## src/shared/lpm_params.svh

```systemverilog
`ifndef LPM_PARAMS_SVH
`define LPM_PARAMS_SVH

// ****************************************************************
// Register byte offsets
// ****************************************************************
`define OFS_SYS_CTRL_ONE 12'h000
`define OFS_SYS_CTRL_TWO 12'h004
`define OFS_MODULE_STBY 12'h008
`define OFS_STATUS 12'h00C

// ****************************************************************
// Field positions of system_control_one
// ****************************************************************
`define SC1_STANDBY_BIT 7
`define SC1_WAIT_LSB 4
`define SC1_WAIT_MSB 6

// ****************************************************************
// Field positions of system_control_two
// ****************************************************************
`define SC2_SUBSLEEP_BIT 7
`define SC2_LOWSPEED_BIT 6
`define SC2_DIRECT_BIT 5
`define SC2_ADIV_LSB 2
`define SC2_ADIV_MSB 4
`define SC2_SDIV_LSB 0
`define SC2_SDIV_MSB 1

// ****************************************************************
// Reset values
// ****************************************************************
`define SC1_RESET 8'h00
`define SC2_RESET 8'h00

// ****************************************************************
// Timing counts, in pclk cycles or CPU states
// ****************************************************************
`define WAIT_CNT_0 8192
`define WAIT_CNT_1 16384
`define WAIT_CNT_2 1024
`define WAIT_CNT_3 2048
`define WAIT_CNT_4 4096
`define WAIT_CNT_5 2
`define WAIT_CNT_6 8
`define WAIT_CNT_7 16
`define POR_WAIT_CNT 8192
`define DT_INTERNAL_STATES 1

`endif

```

## src/shared/lpm_pkg.sv

```systemverilog
package lpm_pkg;

	// Operating modes; Gray code sequence in declaration order
	typedef enum logic [2:0] {
		ST_RESET = 3'h0,
		ST_ACTIVE = 3'h1,
		ST_SLEEP = 3'h3,
		ST_WAKE_WAIT = 3'h2,
		ST_STANDBY = 3'h6,
		ST_SUBSLEEP = 3'h7,
		ST_SUBACTIVE = 3'h5,
		ST_DT_PROC = 3'h4
	} pmode_e;

	// Settings latched when a SLEEP instruction executes
	typedef struct packed {
		logic [2:0] adiv;
		logic [1:0] sdiv;
	} clk_setting_s;

	// Clock enables delivered to the chip
	typedef struct packed {
		logic cpu;
		logic periph;
		logic rtc;
	} clk_en_s;

endpackage : lpm_pkg

```

## src/rtl/low_power_mode_controller.sv

```systemverilog
`timescale 1ns/1ps
`include "lpm_params.svh"

// Functional notes
// - Sleep stops CPU clock, peripherals keep running
// - Masked or disabled interrupt keeps sleep
// - Sleep exit goes active or subactive by low_speed_select
// - Reset pin low ends sleep, resets CPU
// - Standby halts oscillator, CPU, peripherals; ports tristate
// - Standby wake restarts oscillator, waits selected period
// - Masked or disabled interrupt keeps standby
// - Reset in standby starts oscillator, supplies clock
// - Pin release after stabilisation ends internal reset
// - Subsleep halts all but real-time clock
// - Masked or disabled interrupt keeps subsleep
// - Subsleep exit goes active or subactive
// - Subsleep to active waits stabilisation time
// - Subactive clock is watch clock /2 /4 /8
// - Subclock divider applies only at SLEEP
// - SLEEP in subactive decodes both control registers
// - Active divider applies only at SLEEP
// - Direct transition switches modes, raises direct exception
// - Direct interrupt disabled gives sleep or subsleep
// - Direct transition under mask locks sleep or subsleep until reset
// - Active to subactive timing old then new clock
// - Subactive to active adds stabilisation wait
// - Per-module standby bit gates module clock
// - SLEEP target decode of control bits
module low_power_mode_controller
	import lpm_pkg::*;
#(
	parameter int NUM_IRQ = 8,
	parameter int NUM_MOD = 8,
	parameter int unsigned WAIT_CNT [8] = '{`WAIT_CNT_0, `WAIT_CNT_1, `WAIT_CNT_2,
		`WAIT_CNT_3, `WAIT_CNT_4, `WAIT_CNT_5, `WAIT_CNT_6, `WAIT_CNT_7},
	parameter int unsigned POR_WAIT = `POR_WAIT_CNT
) (
	input wire logic pclk,
	input wire logic presetn,
	input wire logic psel,
	input wire logic penable,
	input wire logic pwrite,
	input wire logic [11:0] paddr,
	input wire logic [31:0] pwdata,
	output logic [31:0] prdata,
	output logic pready,
	output logic pslverr,
	input wire logic reset_pin_n,
	input wire logic sleep_exec,
	input wire logic ccr_int_mask,
	input wire logic [NUM_IRQ-1:0] irq_pending,
	input wire logic [NUM_IRQ-1:0] irq_enable,
	input wire logic dt_irq_enable,
	input wire logic watch_tick,
	output clk_en_s clk_en,
	output logic [NUM_MOD-1:0] module_clk_en,
	output logic osc_run,
	output logic io_hiz,
	output logic internal_reset_n,
	output logic exc_start,
	output logic dt_exc_start,
	output pmode_e mode
);

	// ****************************************************************
	// Declarations
	// ****************************************************************
	localparam int CW = 32;

	logic [7:0] sc1_q; // system_control_one
	logic [7:0] sc2_q; // system_control_two
	logic [NUM_MOD-1:0] mstby_q; // Per-module standby bits
	clk_setting_s applied_q; // Divider settings in force
	pmode_e state_q; // Current operating mode
	pmode_e wait_target_q; // Mode to take after the wait
	logic wait_dt_q; // Wait ends in a direct exception
	logic [CW-1:0] wait_cnt_q; // Stabilisation down-counter
	logic [CW-1:0] por_cnt_q; // Counts while reset pin is low
	logic por_done_q; // Oscillator stable under reset
	logic int_reset_n_q; // Internal reset, low active
	logic lock_q; // Halt that no interrupt ends
	logic [1:0] dt_cnt_q; // Internal processing states left
	logic dt_to_sub_q; // Direct transition goes to subactive
	logic [6:0] adiv_cnt_q; // Active-mode divider
	logic [2:0] sdiv_cnt_q; // Subclock divider
	logic exc_q; // Exception start pulse
	logic dt_exc_q; // Direct exception start pulse
	logic wake; // Enabled unmasked interrupt
	logic act_tick; // Active-mode rate enable
	logic sub_tick; // Subactive rate enable
	logic apb_wr; // Write strobe
	logic sleep_go; // SLEEP taken in a running mode
	logic dt_go, dt_done; // Direct move chosen, direct move ends

	// ****************************************************************
	// Helper functions
	// ****************************************************************
	// Last divider count, one less than the watch-clock ticks per subactive CPU state
	function automatic logic [2:0] sub_div_last(input logic [1:0] sel);
		case (sel)
			2'h0: sub_div_last = 3'h7; // /8
			2'h1: sub_div_last = 3'h3; // /4
			default: sub_div_last = 3'h1; // /2
		endcase
	endfunction : sub_div_last

	// Halt mode chosen by subsleep_select
	function automatic pmode_e halt_mode(input logic subsleep);
		halt_mode = subsleep ? ST_SUBSLEEP : ST_SLEEP;
	endfunction : halt_mode

	// ****************************************************************
	// APB slave
	// ****************************************************************
	assign pready = 1'b1;
	assign apb_wr = psel && penable && pwrite;

	// Unmapped addresses answer with an error
	always_comb begin
		pslverr = 1'b0;
		prdata = 32'h0000_0000;
		case (paddr)
			`OFS_SYS_CTRL_ONE: prdata = {24'h00_0000, sc1_q};
			`OFS_SYS_CTRL_TWO: prdata = {24'h00_0000, sc2_q};
			`OFS_MODULE_STBY: prdata = 32'(mstby_q);
			`OFS_STATUS: prdata = {22'h00_0000, lock_q, int_reset_n_q,
				applied_q, state_q};
			default: pslverr = psel && penable;
		endcase
	end

	// Control register writes
	always_ff @(posedge pclk or negedge presetn) begin
		if (!presetn) begin
			sc1_q <= `SC1_RESET;
			sc2_q <= `SC2_RESET;
			mstby_q <= '0;
		end else if (!int_reset_n_q) begin
			sc1_q <= `SC1_RESET;
			sc2_q <= `SC2_RESET;
			mstby_q <= '0;
		end else if (apb_wr) begin
			case (paddr)
				`OFS_SYS_CTRL_ONE: sc1_q <= pwdata[7:0];
				`OFS_SYS_CTRL_TWO: sc2_q <= pwdata[7:0];
				`OFS_MODULE_STBY: mstby_q <= pwdata[NUM_MOD-1:0];
				default: ;
			endcase
		end
	end

	// ****************************************************************
	// Reset pin and power-on wait
	// ****************************************************************
	// Counts how long the pin has been low, so release waits for a stable clock
	always_ff @(posedge pclk or negedge presetn) begin
		if (!presetn) begin
			por_cnt_q <= '0;
			por_done_q <= 1'b0;
			int_reset_n_q <= 1'b0;
		end else if (!reset_pin_n) begin
			int_reset_n_q <= 1'b0;
			if (por_cnt_q >= CW'(POR_WAIT - 1)) begin
				por_done_q <= 1'b1;
			end else begin
				por_cnt_q <= por_cnt_q + 1'b1;
			end
		end else begin
			por_cnt_q <= '0;
			if (por_done_q) begin
				int_reset_n_q <= 1'b1;
			end
			por_done_q <= 1'b0;
		end
	end

	assign internal_reset_n = int_reset_n_q;

	// ****************************************************************
	// Wake and SLEEP decode
	// ****************************************************************
	assign wake = (|(irq_pending & irq_enable)) && !ccr_int_mask && !lock_q;
	assign sleep_go = sleep_exec && int_reset_n_q &&
		(state_q == ST_ACTIVE || state_q == ST_SUBACTIVE);
	assign dt_go = sc2_q[`SC2_DIRECT_BIT] && !ccr_int_mask && dt_irq_enable;
	assign dt_done = (state_q == ST_DT_PROC) && clk_en.cpu && (dt_cnt_q == 2'h0);

	// ****************************************************************
	// Mode state machine
	// ****************************************************************
	always_ff @(posedge pclk or negedge presetn) begin
		if (!presetn) begin
			state_q <= ST_RESET;
			wait_target_q <= ST_ACTIVE;
			wait_dt_q <= 1'b0;
			wait_cnt_q <= '0;
			lock_q <= 1'b0;
			dt_cnt_q <= 2'h0;
			dt_to_sub_q <= 1'b0;
			exc_q <= 1'b0;
			dt_exc_q <= 1'b0;
		end else if (!int_reset_n_q) begin
			// Reset overrides every mode
			state_q <= ST_RESET;
			lock_q <= 1'b0;
			exc_q <= 1'b0;
			dt_exc_q <= 1'b0;
		end else begin
			exc_q <= 1'b0;
			dt_exc_q <= 1'b0;
			case (state_q)
				ST_RESET: begin
					state_q <= ST_ACTIVE;
				end
				ST_ACTIVE, ST_SUBACTIVE: begin
					if (sleep_go) begin
						if (sc2_q[`SC2_DIRECT_BIT]) begin
							if (ccr_int_mask) begin
								// Halt that interrupts cannot end
								state_q <= halt_mode(sc2_q[`SC2_SUBSLEEP_BIT]);
								lock_q <= 1'b1;
							end else if (!dt_irq_enable) begin
								state_q <= halt_mode(sc2_q[`SC2_SUBSLEEP_BIT]);
							end else begin
								// Internal processing at the old clock
								state_q <= ST_DT_PROC;
								dt_cnt_q <= 2'(`DT_INTERNAL_STATES);
								dt_to_sub_q <= sc2_q[`SC2_LOWSPEED_BIT];
							end
						end else if (sc1_q[`SC1_STANDBY_BIT]) begin
							state_q <= ST_STANDBY;
						end else begin
							state_q <= halt_mode(sc2_q[`SC2_SUBSLEEP_BIT]);
						end
					end
				end
				ST_DT_PROC: begin
					// Internal states counted at the rate of the old mode
					if (clk_en.cpu) begin
						if (dt_cnt_q == 2'h0) begin
							if (dt_to_sub_q) begin
								state_q <= ST_SUBACTIVE;
								dt_exc_q <= 1'b1;
							end else begin
								// Oscillator must settle first
								state_q <= ST_WAKE_WAIT;
								wait_target_q <= ST_ACTIVE;
								wait_dt_q <= 1'b1;
								wait_cnt_q <= CW'(WAIT_CNT[sc1_q[`SC1_WAIT_MSB:`SC1_WAIT_LSB]]);
							end
						end else begin
							dt_cnt_q <= dt_cnt_q - 2'h1;
						end
					end
				end
				ST_SLEEP: begin
					if (wake) begin
						state_q <= sc2_q[`SC2_LOWSPEED_BIT] ? ST_SUBACTIVE : ST_ACTIVE;
						exc_q <= 1'b1;
					end
				end
				ST_SUBSLEEP: begin
					if (wake) begin
						if (sc2_q[`SC2_LOWSPEED_BIT]) begin
							state_q <= ST_SUBACTIVE;
							exc_q <= 1'b1;
						end else begin
							state_q <= ST_WAKE_WAIT;
							wait_target_q <= ST_ACTIVE;
							wait_dt_q <= 1'b0;
							wait_cnt_q <= CW'(WAIT_CNT[sc1_q[`SC1_WAIT_MSB:`SC1_WAIT_LSB]]);
						end
					end
				end
				ST_STANDBY: begin
					if (wake) begin
						// Restart oscillator, load the settling count
						state_q <= ST_WAKE_WAIT;
						wait_target_q <= ST_ACTIVE;
						wait_dt_q <= 1'b0;
						wait_cnt_q <= CW'(WAIT_CNT[sc1_q[`SC1_WAIT_MSB:`SC1_WAIT_LSB]]);
					end
				end
				ST_WAKE_WAIT: begin
					// Down-counter on the running oscillator clock
					if (wait_cnt_q <= CW'(1)) begin
						state_q <= wait_target_q;
						exc_q <= !wait_dt_q;
						dt_exc_q <= wait_dt_q;
					end else begin
						wait_cnt_q <= wait_cnt_q - 1'b1;
					end
				end
				default: begin
					state_q <= ST_RESET;
				end
			endcase
		end
	end

	assign mode = state_q;
	assign exc_start = exc_q;
	assign dt_exc_start = dt_exc_q;

	// ****************************************************************
	// Divider settings applied at SLEEP
	// ****************************************************************
	// Field writes wait for SLEEP; a direct move keeps the old rate until it ends
	always_ff @(posedge pclk or negedge presetn) begin
		if (!presetn) begin
			applied_q <= '0;
		end else if (!int_reset_n_q) begin
			applied_q <= '0;
		end else if ((sleep_go && !dt_go) || dt_done) begin
			applied_q.adiv <= sc2_q[`SC2_ADIV_MSB:`SC2_ADIV_LSB];
			applied_q.sdiv <= sc2_q[`SC2_SDIV_MSB:`SC2_SDIV_LSB];
		end
	end

	// ****************************************************************
	// Clock dividers
	// ****************************************************************
	// Active rate: pclk divided by 2 to the power of the field
	always_ff @(posedge pclk or negedge presetn) begin
		if (!presetn) begin
			adiv_cnt_q <= '0;
		end else if (act_tick) begin
			adiv_cnt_q <= '0;
		end else begin
			adiv_cnt_q <= adiv_cnt_q + 7'h01;
		end
	end

	assign act_tick = (adiv_cnt_q >= 7'((8'h01 << applied_q.adiv) - 8'h01));

	// Subactive rate: watch ticks divided by 2, 4 or 8
	always_ff @(posedge pclk or negedge presetn) begin
		if (!presetn) begin
			sdiv_cnt_q <= '0;
		end else if (watch_tick) begin
			if (sdiv_cnt_q >= sub_div_last(applied_q.sdiv)) begin
				sdiv_cnt_q <= '0;
			end else begin
				sdiv_cnt_q <= sdiv_cnt_q + 3'h1;
			end
		end
	end

	assign sub_tick = watch_tick && (sdiv_cnt_q >= sub_div_last(applied_q.sdiv));

	// ****************************************************************
	// Clock gating and pin state per mode
	// ****************************************************************
	always_comb begin
		clk_en.rtc = watch_tick;
		case (state_q)
			ST_ACTIVE: begin
				clk_en.cpu = act_tick;
				clk_en.periph = act_tick;
			end
			ST_SLEEP: begin
				clk_en.cpu = 1'b0;
				clk_en.periph = act_tick;
			end
			ST_SUBACTIVE: begin
				clk_en.cpu = sub_tick;
				clk_en.periph = sub_tick;
			end
			ST_DT_PROC: begin
				clk_en.cpu = dt_to_sub_q ? act_tick : sub_tick;
				clk_en.periph = 1'b0;
			end
			ST_RESET: begin
				clk_en.cpu = 1'b0;
				clk_en.periph = por_done_q;
			end
			default: begin
				// Subsleep, standby and settling: CPU and peripheral clocks halted
				clk_en.cpu = 1'b0;
				clk_en.periph = 1'b0;
			end
		endcase
	end

	// Module clocks stop while their standby bit is set
	assign module_clk_en = {NUM_MOD{clk_en.periph}} & ~mstby_q;

	// Main oscillator halts in standby, subsleep and subactive
	assign osc_run = !(state_q == ST_STANDBY || state_q == ST_SUBSLEEP ||
		state_q == ST_SUBACTIVE);

	// Port outputs float only in standby
	assign io_hiz = (state_q == ST_STANDBY);

endmodule : low_power_mode_controller

```

## config.mk

```make
export PLATFORM = sky130hd
export DESIGN_NAME = low_power_mode_controller
export DESIGN_NICKNAME = d
export VERILOG_FILES = /design/src/shared/lpm_pkg.sv /design/src/rtl/low_power_mode_controller.sv
export VERILOG_INCLUDE_DIRS = /design/src /design/src/shared
export SDC_FILE = /design/constraint.sdc
export NUM_CORES = 1
export LEC_CHECK = 0
export ABC_AREA = 0
export BUFFER_PORTS_ARGS = -buffer_cell sky130_fd_sc_hd__buf_4
export CORE_UTILIZATION = 56
export CTS_CLUSTER_DIAMETER = 100
export DETAILED_ROUTE_END_ITERATION = 16
export HOLD_SLACK_MARGIN = 0.15
export PLACE_DENSITY = 0.8
export REMOVE_ABC_BUFFERS = 1
export SYNTH_ARGS = -nofsm -noshare
export SYNTH_HDL_FRONTEND = slang
export SYNTH_SLANG_ARGS = --single-unit
```

## constraint.sdc

```tcl
create_clock -name pclk -period 3.82 [get_ports pclk]
set_input_delay 0.955 -clock pclk [delete_from_list [all_inputs] [get_ports pclk]]
set_output_delay 0.955 -clock pclk [all_outputs]
set_load 0.05 [all_outputs]
```

==> flow_results.org <==
** Worst hold path
- In this run the worst hold path is classified as reg -> reg.

** Floorplan
- Area of the placeable core :: 11100 sq um
- The die covers 12100 sq um.
- For this design the top-level I/O count stands at 123.
- In this run the core area contains 38 standard-cell rows.
- From bottom edge to top edge, the die measures 110 um.
- Horizontal die dimension :: 110 um
- For this configuration, the core starts out at a cell density of between 50% and 60%.

** Clock tree
- Clock tree synthesis inserted a total of 17 buffers.
- At the later pin of the worst-skew pair, clock insertion delay measures 420 ps.
- Clock-pin slew was measured on the worst setup and hold paths at 50 ps.
- The H-tree generated during clock tree synthesis spans 4 levels.
- CTS max path bufs :: 2
- Clock tree synthesis selected as its root buffer the cell clkbuf_16.
- TritonCTS built the clock tree.
- Once the clock tree was built, the setup fixing pass inserted 0 buffers.
- Clk sinks :: ~120

** STA
- Slew headroom :: 41.5%
- Setup violations, final :: 0
- Minimum clock period after layout :: around 3700 ps
- Max Clock Freq :: 273 MHz
- Setup repair after global routing left no endpoint under its margin.
- Across the routed clock network, the largest skew measured is around 7.5 ps.
- Worst-margin pin slew :: between 800 and 900 ps
- Worst Slack Setup Final :: around 150 ps
- Final hold vios :: 0
- The final number of max-transition violations came to 0.
- Min Hold Slack :: 477 ps
- Of the available clock period, the critical path in the final layout requires 96.0%.

** Logic synthesis
- During synthesis, Yosys emitted a total of 0 warnings.
- Ys flop type :: dfrtp_1
- Count of flip-flops with a built-in enable after synthesis :: 0
- In the synthesized netlist the async set-or-reset flop fraction comes to 100%.
- Synthesis produced a netlist whose cell count is ~710.
- Synth top area share :: between 40 and 50%
- Netlist cell types :: 63
- Average cell area after synthesis :: 9.22 sq um
- Summed instance area of the synthesized netlist :: approximately 6500 sq um
- Cell types with the largest area share after synthesis :: dfrtp_1 44%, nor2_1 5.1%, mux2i_1 4.0%
- After synthesis the netlist holds a flip-flop and latch count of 115.
- The biggest area contributor in the post-synthesis netlist is dfrtp_1.
- Share of synthesized area occupied by flip-flops and latches :: 44.2%

** Detailed routing
- Routed length on met1 :: 6720 um
- Routed met2 length :: between 7000 and 8000 um
- Mean number of vias per cell :: around 6
- Initial DRT Pass Iterations :: 5
- After detailed routing, the number of remaining DRC violations is 0.
- After the first detailed-routing iteration, the DRC count stood at 517.
- Remaining antenna violation count :: 0
- Routed wire length per instance :: between 15 and 20 um
- Met3 WL post-DR :: 1050 um
- The routed layout has 5643 vias.
- Wires add up to 15900 um.
- Topmost layer with routed signal wires :: met4

** Setup path
- The critical path goes through nor2_4, nand2_1, ha_1, nand2b_1, a211oi_2, o31ai_1, a22o_1, a22oi_2, buf_6, nor2_1, buf_4.
- The slowest stage of the critical path belongs to the cell dfrtp_2.
- Nature of the critical path endpoint :: primary output
- The worst setup path is launched from a flip-flop.
- At the worst endpoint, the required time is 2860 ps.
- Largest fanout of any net on the critical path :: 8
- By startpoint and endpoint, the worst setup path is classified as reg -> out.
- Data on the critical path arrives at its endpoint at 2710 ps.
- Maximum cell stage delay along the critical path :: roughly 450 ps

** Layout
- After filler insertion, the fill cell instance count of the layout stands at 782.
- Final non-filler cell area :: approximately 8000 sq um
- Top library cells by usage in the layout, fill and taps aside :: 113 x dfrtp_1, 96 x buf_4, 87 x nor2_1, 61 x nand2_1, 37 x a21oi_1
- The number of antenna diodes in the final layout is 0.
- Most common cell after layout, fill and taps aside :: dfrtp_1
- Fraction of layout instances using a drive strength above 1 :: 20.1%
- In the final design database the tool counted 869 nets.
- From synthesis to final layout, the design area changed by 19.8%.
- At the end of the flow the core is filled with cells to 70.4%.

** Placed design
- Pre-CTS setup slack :: 413 ps
- Number of I/O port buffers :: 75
- Final HPWL from detailed placement :: 10800 um
- GP Congestion :: 0.892
- Once placement finished, the instance area stood at 7190 sq um.

** Outcome
- The flow ran to the end, and the final reports show no timing, DRC or antenna violations.

** Power
- Power per cell area :: 393 nW/um^2
- The analysis attributes to cell leakage a power of ~3.4 nW.
- Overall power of the completed layout :: 0.00306 W
- The worst-case IR drop observed on VDD is about 0.40 mV.

** Global route
- Total global routing overflow :: 0
- The first global-routing pass estimated 26100 um of wire.
- The initial antenna violation count came to 0.
- The number of global-route vias before repair came to between 5k and 6k.
- Entering global routing, the biggest net connects 51 pins.
- Tot GR Track Use :: 28.5%

** Run
- Max-cap violations :: 0
[per-stage QoR]
stage | cells | TNS (ps)
4_1_cts | 937 | 0
3_3_place_gp | 905 | 0
5_1_grt | 937 | 0
2_1_floorplan | 667 | -235
3_5_place_dp | 905 | 0
6_report | 937 | 0
[critical path, delay by kind of cell, from the launching register on]
kind / cells / cell delay, ps
AND/OR/NAND/NOR: 4 / 410
AO/OA/AOI/OAI: 4 / 810
adder cells (fa/ha/maj): 1 / 260
buffers and inverters: 2 / 360
flip-flops: 1 / 450
[report_power, final]
part | internal, W | total (W) | leakage [nW] | switching [W]
combinational | 0.0000789 | 0.000220 | 1.63 | 0.000141
clock | 0.000976 | 0.00155 | 0.276 | 0.000579
sequential | 0.00125 | 0.00129 | 1.48 | 0.0000353
total | 0.00231 | 0.00306 | 3.39 | 0.000755
[cell families after synthesis]
kind of cell,after synthesis,synth area share [%]
DFF,115,44.2
AOI/OAI and AO/OA,145,14.6
xor gates and xnor gates,16,2.15
and+or+nand+nor,287,22.1
other,2,0.115
buffers and inverters,89,6.62
adders and majority gates,15,2.88
muxes,37,7.29
[path summary, 6_finish.rpt]
check,from,slack [ps],to,cells after the start
min in group asynchronous,presetn,590,wait_cnt_q[24],1
max,applied_q[3],150,module_clk_en[7],11
min reg2reg,wait_cnt_q[21],480,wait_cnt_q[21],1
max in group asynchronous,presetn,2420,applied_q[3],2
min,wait_cnt_q[21],480,wait_cnt_q[21],1
max reg2reg,wait_cnt_q[10],860,wait_cnt_q[31],7
[timing repair]
action | in CTS | in global routing
resized for setup | 2 | 5
hold buffers | 0 | 0
hold endpoints to repair | 0 | 0
pin swaps | 0 | 1
endpoints found under the setup margin | 8 | 9
[metal layers]
layer | global-route usage (%) | up-vias
met5 | 0 | -
met3 | 6.58 | 37
met2 | 46.3 | 256
met4 | 13.7 | 0
li1 | - | 2624
met1 | 35.9 | 2726
[state kept, by name, indices dropped and copies added (netlist names)]
name	cells
lock_q	1
mstby_q	8
wait_dt_q	1
dt_to_sub_q	1
sc1_q	8
sdiv_cnt_q	3
sc2_q	8
mode	3
por_done_q	1
adiv_cnt_q	7
por_cnt_q	32
exc_start	1
wait_cnt_q	32
applied_q	5
dt_cnt_q	2
internal_reset_n	1
dt_exc_start	1
[cells in the mapped netlist, drive strengths merged (2+ instances only)]
cell type	count
buf	31
a211oi	5
conb	2
or4	7
o211ai	2
a22oi	8
a311o	2
or3	8
o21a	6
a21o	4
mux2	3
and2	4
clkbuf	29
nor4	18
o221ai	4
o22a	2
nor3	22
o31ai	10
nor3b	2
nand3	18
nor2b	33
a41oi	2
o21ai	24
mux2i	26
or2	2
xnor2	6
nand2b	6
a32oi	4
a21oi	37
and3	3
a211o	3
dfrtp	115
nand2	62
nor2	88
nand4	10
xor2	10
inv	27
ha	15
mux4	8
clkinv	2
a31oi	24
[cell type report]
class / instances / area (sq um) / area share [%]
flip-flops and latches: 115 / 2880 / 36.9
clock inverters: 12 / 133 / 1.70
inverters: 29 / 109 / 1.40
clock buffers: 20 / 447 / 5.73
well taps: 140 / 175 / 2.25
multi-input cells: 523 / 3300 / 42.3
repair buffers: 98 / 752 / 9.65
Power figures use the tool's default switching activity.
